--- src/cpuamd_pkg.sv ---
// package of constants for the cpu addressing mode decoder
package cpuamd_pkg;

  // ************************************************************
  // opcode upper nibble groups
  // ************************************************************
  localparam logic [3:0] GRP_BTB   = 4'h0;
  localparam logic [3:0] GRP_BSC   = 4'h1;
  localparam logic [3:0] GRP_REL   = 4'h2;
  localparam logic [3:0] GRP_DIR   = 4'h3;
  localparam logic [3:0] GRP_INHA  = 4'h4;
  localparam logic [3:0] GRP_INHX  = 4'h5;
  localparam logic [3:0] GRP_IX1   = 4'h6;
  localparam logic [3:0] GRP_IX    = 4'h7;
  localparam logic [3:0] GRP_CTL0  = 4'h8;
  localparam logic [3:0] GRP_CTL1  = 4'h9;
  localparam logic [3:0] GRP_IMM   = 4'hA;
  localparam logic [3:0] GRP_RDIR  = 4'hB;
  localparam logic [3:0] GRP_EXT   = 4'hC;
  localparam logic [3:0] GRP_IX2   = 4'hD;
  localparam logic [3:0] GRP_RIX1  = 4'hE;
  localparam logic [3:0] GRP_RIX   = 4'hF;

  // ************************************************************
  // lengths, field positions and reset values
  // ************************************************************
  localparam logic [1:0]  LEN_ONE    = 2'h1;
  localparam logic [1:0]  LEN_TWO    = 2'h2;
  localparam logic [1:0]  LEN_THREE  = 2'h3;
  localparam int          BITNUM_LSB = 1;
  localparam int          POLAR_BIT  = 0;
  localparam logic [15:0] PC_RESET   = 16'h0000;
  localparam logic [7:0]  BYTE_ZERO  = 8'h00;

  // addressing modes
  typedef enum logic [3:0] {
    CPUAMD_INH, CPUAMD_IMM, CPUAMD_DIR, CPUAMD_EXT, CPUAMD_IX,
    CPUAMD_IX1, CPUAMD_IX2, CPUAMD_REL, CPUAMD_BSC, CPUAMD_BTB
  } cpuamd_mode_e;

  // fetch sequencer states
  typedef enum logic [2:0] {
    CPUAMD_S_OPC, CPUAMD_S_OP1, CPUAMD_S_OP2, CPUAMD_S_TEST, CPUAMD_S_EXEC
  } cpuamd_state_e;

endpackage : cpuamd_pkg

--- src/cpuamd_decoder.sv ---
// instruction fetch and effective address generation for an 8-bit core
// ************************************************************
// Functional notes
// - inherent: operands from opcode only, one byte
// - immediate: address pc+1, pc advances two
// - direct: high byte zero, pc advances two
// - extended: high then low byte, pc+3
// - indexed no offset: index is low address
// - indexed byte offset: carry drives high byte
// - indexed word offset: high plus carry, pc+3
// - relative: signed offset added only when taken
// - bit set/clear: bit from opcode, direct page
// - bit test branch: test direct byte, branch pc+3
// - tested bit copied into carry flag
// - instructions are one to three bytes
// - bit opcodes encode bit number times two
// ************************************************************
`timescale 1ns/1ps
`default_nettype none

module cpuamd_decoder
  import cpuamd_pkg::*;
(
  // clock and reset
  input  wire logic        sys_clk,
  input  wire logic        srst,
  // memory address space
  output logic [15:0]      mem_addr,
  output logic             mem_rd,
  input  wire logic [7:0]  mem_rdata,
  // core state
  input  wire logic [7:0]  index_x,
  input  wire logic        branch_cond,
  // decoded instruction to execution
  output logic             exec_valid,
  output logic [7:0]       exec_opcode,
  output cpuamd_mode_e     exec_mode,
  output logic [15:0]      operand_addr,
  output logic             operand_is_mem,
  output logic [2:0]       bit_number,
  output logic             bit_set_not_clear,
  output logic             carry_load,
  output logic             carry_value,
  output logic [15:0]      pc_out
);

  // ************************************************************
  // state
  // ************************************************************
  // sequencer registers
  cpuamd_state_e state_reg, state_next;
  cpuamd_mode_e  mode_reg, mode_next;
  logic [15:0]   pc_reg, pc_next;
  logic [7:0]    opc_reg, opc_next;
  logic [7:0]    op1_reg, op1_next;
  logic [7:0]    op2_reg, op2_next;
  logic [15:0]   ea_reg, ea_next;
  logic          memop_reg, memop_next;
  logic          set_clr_reg, set_clr_next;

  // carry and tested bit
  logic          carry_ld_reg, carry_ld_next;
  logic          carry_val_reg, carry_val_next;
  logic          tbit_reg, tbit_next;

  // registered address bus
  logic [15:0]   addr_reg, addr_next;
  logic          rd_reg, rd_next;

  // decode and operand arithmetic
  logic [1:0]    len;
  cpuamd_mode_e  dec_mode;
  logic          dec_mem;
  logic [8:0]    sum_lo;
  logic [7:0]    ix2_hi;
  logic [15:0]   rel_off;
  logic [7:0]    bit_sel;
  logic          bit_hit;

  // ************************************************************
  // opcode decode
  // ************************************************************
  // mode from upper nibble of the fetched opcode
  always_comb begin
    dec_mem = 1'b1;
    case (mem_rdata[7:4])
      GRP_BTB:            dec_mode = CPUAMD_BTB;
      GRP_BSC:            dec_mode = CPUAMD_BSC;
      GRP_REL:            dec_mode = CPUAMD_REL;
      GRP_DIR, GRP_RDIR:  dec_mode = CPUAMD_DIR;
      GRP_IX1, GRP_RIX1:  dec_mode = CPUAMD_IX1;
      GRP_IX, GRP_RIX:    dec_mode = CPUAMD_IX;
      GRP_IMM: begin
        dec_mode = CPUAMD_IMM;
        // branch to subroutine sits in the immediate column
        if (mem_rdata[3:0] == 4'hD) begin
          dec_mode = CPUAMD_REL;
        end
      end
      GRP_EXT:            dec_mode = CPUAMD_EXT;
      GRP_IX2:            dec_mode = CPUAMD_IX2;
      default: begin
        dec_mode = CPUAMD_INH;
        dec_mem  = 1'b0;
      end
    endcase
  end

  // instruction length per mode
  always_comb begin
    case (mode_reg)
      CPUAMD_INH, CPUAMD_IX:                len = LEN_ONE;
      CPUAMD_EXT, CPUAMD_IX2, CPUAMD_BTB:   len = LEN_THREE;
      default:                              len = LEN_TWO;
    endcase
  end

  // ************************************************************
  // operand arithmetic
  // ************************************************************
  // index plus the offset byte now on the bus: first byte for the
  // byte offset form, second byte for the word offset form
  assign sum_lo  = {1'b0, index_x} + {1'b0, mem_rdata};
  // high byte of the word offset form takes the carry of the low sum
  assign ix2_hi  = op1_reg + {7'h00, sum_lo[8]};
  // branch offset sign extended to the pc width
  assign rel_off = {{8{op2_reg[7]}}, op2_reg};

  // one select per data bit picks the tested bit of the byte on the bus
  for (genvar g = 0; g < 8; g++) begin : g_bit_sel
    assign bit_sel[g] = mem_rdata[g] & (opc_reg[3:BITNUM_LSB] == 3'(g));
  end
  assign bit_hit = |bit_sel;

  // ************************************************************
  // fetch sequencer
  // ************************************************************
  // fetch sequencer next state
  always_comb begin
    state_next     = state_reg;
    mode_next      = mode_reg;
    pc_next        = pc_reg;
    opc_next       = opc_reg;
    op1_next       = op1_reg;
    op2_next       = op2_reg;
    ea_next        = ea_reg;
    memop_next     = memop_reg;
    set_clr_next   = set_clr_reg;
    carry_ld_next  = 1'b0;
    carry_val_next = carry_val_reg;
    tbit_next      = tbit_reg;
    case (state_reg)
      CPUAMD_S_OPC: begin
        opc_next   = mem_rdata;
        mode_next  = dec_mode;
        memop_next = dec_mem;
        set_clr_next = ~mem_rdata[POLAR_BIT];
        if (dec_mode == CPUAMD_INH) begin
          state_next = CPUAMD_S_EXEC;
        end else if (dec_mode == CPUAMD_IX) begin
          ea_next    = {BYTE_ZERO, index_x};
          state_next = CPUAMD_S_EXEC;
        end else begin
          state_next = CPUAMD_S_OP1;
        end
      end
      CPUAMD_S_OP1: begin
        op1_next   = mem_rdata;
        state_next = CPUAMD_S_EXEC;
        case (mode_reg)
          CPUAMD_IMM: ea_next = pc_reg + {14'h0000, LEN_ONE};
          CPUAMD_DIR, CPUAMD_BSC: ea_next = {BYTE_ZERO, mem_rdata};
          CPUAMD_IX1: ea_next = {7'h00, sum_lo[8], sum_lo[7:0]};
          CPUAMD_REL: op2_next = mem_rdata;
          CPUAMD_EXT, CPUAMD_IX2: state_next = CPUAMD_S_OP2;
          CPUAMD_BTB: begin
            ea_next    = {BYTE_ZERO, mem_rdata};
            state_next = CPUAMD_S_OP2;
          end
          default: ea_next = ea_reg;
        endcase
      end
      CPUAMD_S_OP2: begin
        op2_next   = mem_rdata;
        state_next = CPUAMD_S_EXEC;
        if (mode_reg == CPUAMD_EXT) begin
          ea_next = {op1_reg, mem_rdata};
        end else if (mode_reg == CPUAMD_IX2) begin
          ea_next = {ix2_hi, sum_lo[7:0]};
        end else begin
          state_next = CPUAMD_S_TEST;
        end
      end
      CPUAMD_S_TEST: begin
        // tested byte is on the bus now; carry follows the bit
        carry_ld_next  = 1'b1;
        carry_val_next = bit_hit;
        tbit_next      = bit_hit ^ opc_reg[POLAR_BIT];
        state_next     = CPUAMD_S_EXEC;
      end
      CPUAMD_S_EXEC: begin
        state_next = CPUAMD_S_OPC;
        pc_next    = pc_reg + {14'h0000, len};
        // taken branches add the signed offset to the next opcode address
        if (mode_reg == CPUAMD_REL && branch_cond) begin
          pc_next = pc_reg + {14'h0000, LEN_TWO} + rel_off;
        end else if (mode_reg == CPUAMD_BTB && tbit_reg) begin
          pc_next = pc_reg + {14'h0000, LEN_THREE} + rel_off;
        end
      end
      default: state_next = CPUAMD_S_OPC;
    endcase
  end

  // ************************************************************
  // sequencer registers
  // ************************************************************
  // register the sequencer
  always_ff @(posedge sys_clk) begin
    if (srst) begin
      state_reg     <= CPUAMD_S_OPC;
      mode_reg      <= CPUAMD_INH;
      pc_reg        <= PC_RESET;
      opc_reg       <= BYTE_ZERO;
      op1_reg       <= BYTE_ZERO;
      op2_reg       <= BYTE_ZERO;
      ea_reg        <= 16'h0000;
      memop_reg     <= 1'b0;
      set_clr_reg   <= 1'b1;
      carry_ld_reg  <= 1'b0;
      carry_val_reg <= 1'b0;
      tbit_reg      <= 1'b0;
    end else begin
      state_reg     <= state_next;
      mode_reg      <= mode_next;
      pc_reg        <= pc_next;
      opc_reg       <= opc_next;
      op1_reg       <= op1_next;
      op2_reg       <= op2_next;
      ea_reg        <= ea_next;
      memop_reg     <= memop_next;
      set_clr_reg   <= set_clr_next;
      carry_ld_reg  <= carry_ld_next;
      carry_val_reg <= carry_val_next;
      tbit_reg      <= tbit_next;
    end
  end

  // ************************************************************
  // address bus
  // ************************************************************
  // address for the coming state: fetch bytes from pc, tested byte
  // from the direct page, operand address while executing
  always_comb begin
    addr_next = ea_next;
    rd_next   = 1'b1;
    case (state_next)
      CPUAMD_S_OPC:  addr_next = pc_next;
      CPUAMD_S_OP1:  addr_next = pc_next + {14'h0000, LEN_ONE};
      CPUAMD_S_OP2:  addr_next = pc_next + {14'h0000, LEN_TWO};
      CPUAMD_S_TEST: addr_next = ea_next;
      default: begin
        addr_next = ea_next;
        rd_next   = 1'b0;
      end
    endcase
  end

  // register the bus so the address leaves a flip-flop
  always_ff @(posedge sys_clk) begin
    if (srst) begin
      addr_reg <= PC_RESET;
      rd_reg   <= 1'b1;
    end else begin
      addr_reg <= addr_next;
      rd_reg   <= rd_next;
    end
  end

  assign mem_addr = addr_reg;
  assign mem_rd   = rd_reg;

  // ************************************************************
  // decoded outputs
  // ************************************************************
  // instruction identity, valid for the one execute cycle
  assign exec_valid        = (state_reg == CPUAMD_S_EXEC);
  assign exec_opcode       = opc_reg;
  assign exec_mode         = mode_reg;

  // operand location
  assign operand_addr      = ea_reg;
  assign operand_is_mem    = memop_reg;

  // bit fields of the bit manipulation forms
  assign bit_number        = opc_reg[3:BITNUM_LSB];
  assign bit_set_not_clear = set_clr_reg;

  // carry flag update and program counter
  assign carry_load        = carry_ld_reg;
  assign carry_value       = carry_val_reg;
  assign pc_out            = pc_reg;

endmodule // cpuamd_decoder

`default_nettype wire

--- config.mk ---
export PLATFORM = sky130hd
export DESIGN_NAME = cpuamd_decoder
export DESIGN_NICKNAME = d
export VERILOG_FILES = /design/src/cpuamd_pkg.sv /design/src/cpuamd_decoder.sv
export SDC_FILE = /design/constraint.sdc
export NUM_CORES = 1
export LEC_CHECK = 0
export ABC_AREA = 1
export BUFFER_PORTS_ARGS = -buffer_cell sky130_fd_sc_hd__buf_2
export CAP_MARGIN = 40
export CORE_ASPECT_RATIO = 0.75
export CORE_MARGIN = 10
export CORE_UTILIZATION = 40
export DETAILED_ROUTE_END_ITERATION = 12
export PLACE_DENSITY = 0.55
export SLEW_MARGIN = 20
export SYNTH_ARGS = -nofsm -noshare
export SYNTH_HDL_FRONTEND = slang
export SYNTH_SLANG_ARGS = --single-unit
--- constraint.sdc ---
create_clock -name sys_clk -period 8.15 [get_ports sys_clk]
set_clock_uncertainty 0.15 [all_clocks]
set_input_delay 1.63 -clock sys_clk [delete_from_list [all_inputs] [get_ports sys_clk]]
set_output_delay 1.63 -clock sys_clk [all_outputs]
set_load 0.1 [all_outputs]
==> reports/summary.txt <==
WP data arrival -> 4800 ps
Core Rows -> 43
Tmin final -> 4670 ps
Syn-to-layout area delta -> 12.0%
Share of cells above drive strength 1 -> 0.153
Initial antenna violation count -> 0
Top cell type's share of synthesized area -> 0.224
Status -> completed
Synth top area cells -> dfxtp_1, nand2_1, ha_1
Crit end category -> register
GP Congestion -> 0.983
CTS Sinks -> 85
Unrepaired setup endpoints after global routing -> false
Starting Density -> 0.409
Die H -> 139 um
Final setup viols -> 0
Distinct cells, synth -> 61
GRT Residual Overflow -> 0
Slew HR -> 0.449
Mean area per synthesized cell -> 6.25 um^2
Synthesized cell area -> 0.00759 mm^2
Least-Margin Pin Slew -> 824 ps
CP Launch Type -> primary input
Count of buffers from port buffering -> 87
Htree depth -> 3
Power per cell area -> 182 mW/mm^2
Max stage delay cell, worst path -> fa_1
YS warnings -> 0
Lkg Pwr -> 0.00405 uW
Pwr Total -> 1550 uW
Sequential-to-total area share from yosys stat -> 0.224
Finished Cell Area -> 0.00851 mm^2
FILL cells -> 2028
Core area -> 0.0186 mm^2
Fin Setup TNS -> 0 ps
Worst-path fanout max -> 8
CP cell instances -> buf_2 > ha_1 > fa_1 > nand3_1 > nand3_1 > a21oi_1 > o21ai_0 > a21oi_1 > o21bai_1 > ha_1 > ha_1 > nand2_1 > inv_1 > nand2_1 > nor3_1 > xor2_1 > o21ai_0 > o21ai_0 > o221ai_1 > nand2_1 > a21oi_2
Synth area leader -> dfxtp_1
First-pass GRT wire length -> 43400 um
Finished Layout Cells -> 1537
Post-DP HPWL -> 22800 um
CTS buffer count -> 9
# DRC -> 0
Util after Layout -> 0.458
Top cells by count, synth -> nand2_1, inv_1, nor2_1
Final Slew Violations -> 0
Hold Path Class -> register to register
Post-CTS Hold Buffers -> 0
Critical Path Max Stage Delay -> 410 ps
Root Buffer -> clkbuf_16
Count of nets after finishing -> 1355
Gate Count Post-Synth -> 1215
# IOs -> 88
Setup CP Type -> primary input to register
CTS tree -> built
Top_reg_cell synth -> dfxtp_1
GRT Util Overall -> 0.220
Clock insertion delay at the later pin of the skew report -> 340 ps
Iter 0 DRT Violations -> 974
Vias/cell -> 5.35
Longest Clk Path Bufs -> 2
Routed len/inst -> 18.2 um
Drt total wl -> 28000 um
DIE WIDTH -> 179 um
Final Hold Viols -> 0
CP required -> 8280 ps
Flops & latches, synth -> 85
Maxcap violations -> 0
Syn_nets -> 1284
Placement Cell Area -> 0.00820 mm^2
PostCTS Resize Cnt -> 0
Vias in the first global route -> 7501
Total setup buffers inserted after CTS -> 0
Most common cell in the synthesized netlist -> nand2_1
Period utilization -> 0.574
1st-pass router iterations -> 6
Diodes inserted -> 0
Async S/R FF share, synth -> 0
Vias -> 8229
Clk pin slew, worst setup/hold paths -> 60 ps
Max Fclk -> 214 MHz
Largest net degree at the start of global routing -> 47
Die ar. -> 0.0250 mm^2
Post-Place Cells -> 1522
Post-route ant nets -> 0
Peak VDD IR -> 0.150 mV
Number of flops mapped to enable cells by yosys -> 0
## kinds of logic after synthesis
family                   count (synthesis)  synth area share
AND/OR/NAND/NOR                        614             0.370
AO/OA/AOI/OAI                          234             0.183
buffers and inverters                  211             0.112
flip-flops                              85             0.224
adder cells (fa/ha/maj)                 50            0.0863
XOR/XNOR                                21            0.0242
## path summary, 6_finish.rpt
| check | slack, ps | start | depth (start not counted) | endpoint |
|---|---|---|---|---|
| worst min register to register | 320 | op2_reg[1]$_SDFFE_PP0P_ | 2 | op2_reg[1]$_SDFFE_PP0P_ |
| worst max-delay path | 3480 | mem_rdata[0] | 21 | mem_addr[14]$_SDFF_PP0_ |
| worst min-delay path | 320 | op2_reg[1]$_SDFFE_PP0P_ | 2 | op2_reg[1]$_SDFFE_PP0P_ |
| worst max register to register | 3720 | exec_mode[3]$_SDFFE_PP0P_ | 19 | mem_addr[5]$_SDFF_PP0_ |
## layout by cell type, fill, tap and decap left out, drive strengths merged, types with 15 or more instances in the layout
cell / count
nand2: 328
inv: 178
nor2: 135
nand3: 100
o21ai: 98
buf: 91
dfxtp: 85
a21oi: 77
ha: 46
nand4: 21
o211ai: 20
nor3: 17
xor2: 15
## per-stage QoR
step / hold slack (ps) / worst slack (ps)
after floorplan: 283 / 3760
after global placement: 303 / 3290
after detailed placement: 311 / 3200
after CTS: 319 / 3540
after global routing: 362 / 3160
final: 320 / 3480
## layer usage
metal,GRT usage,wire [um],share of wire
met1,0.340,13900,0.49
met2,0.298,11000,0.39
met3,0.0568,2950,0.11
met4,0.0284,182,0.0065
met5,0,0,0
## layout make-up
cell class,count,area [um^2],share of cell area
multi-input combinational,919,5040,0.593
sequential,85,1700,0.200
inverter,180,683,0.0803
timing repair buffer,91,465,0.0547
tap,247,309,0.0363
clock buffer,11,233,0.0274
clock inverter,4,73.8,0.00868
## worst max-delay path: cells and delay by family
kind	cells	cell delay, ps
compound gates	8	1220
fa+ha+maj	4	1080
buf+inv	2	200
xor+xnor	1	130
simple gates	6	520
## where the power goes
part           switching, uW  internal (uW)
sequential              38.5            451
clock                    172            267
combinational            491            132
Note: power is estimated with default switching activity, not from simulation.
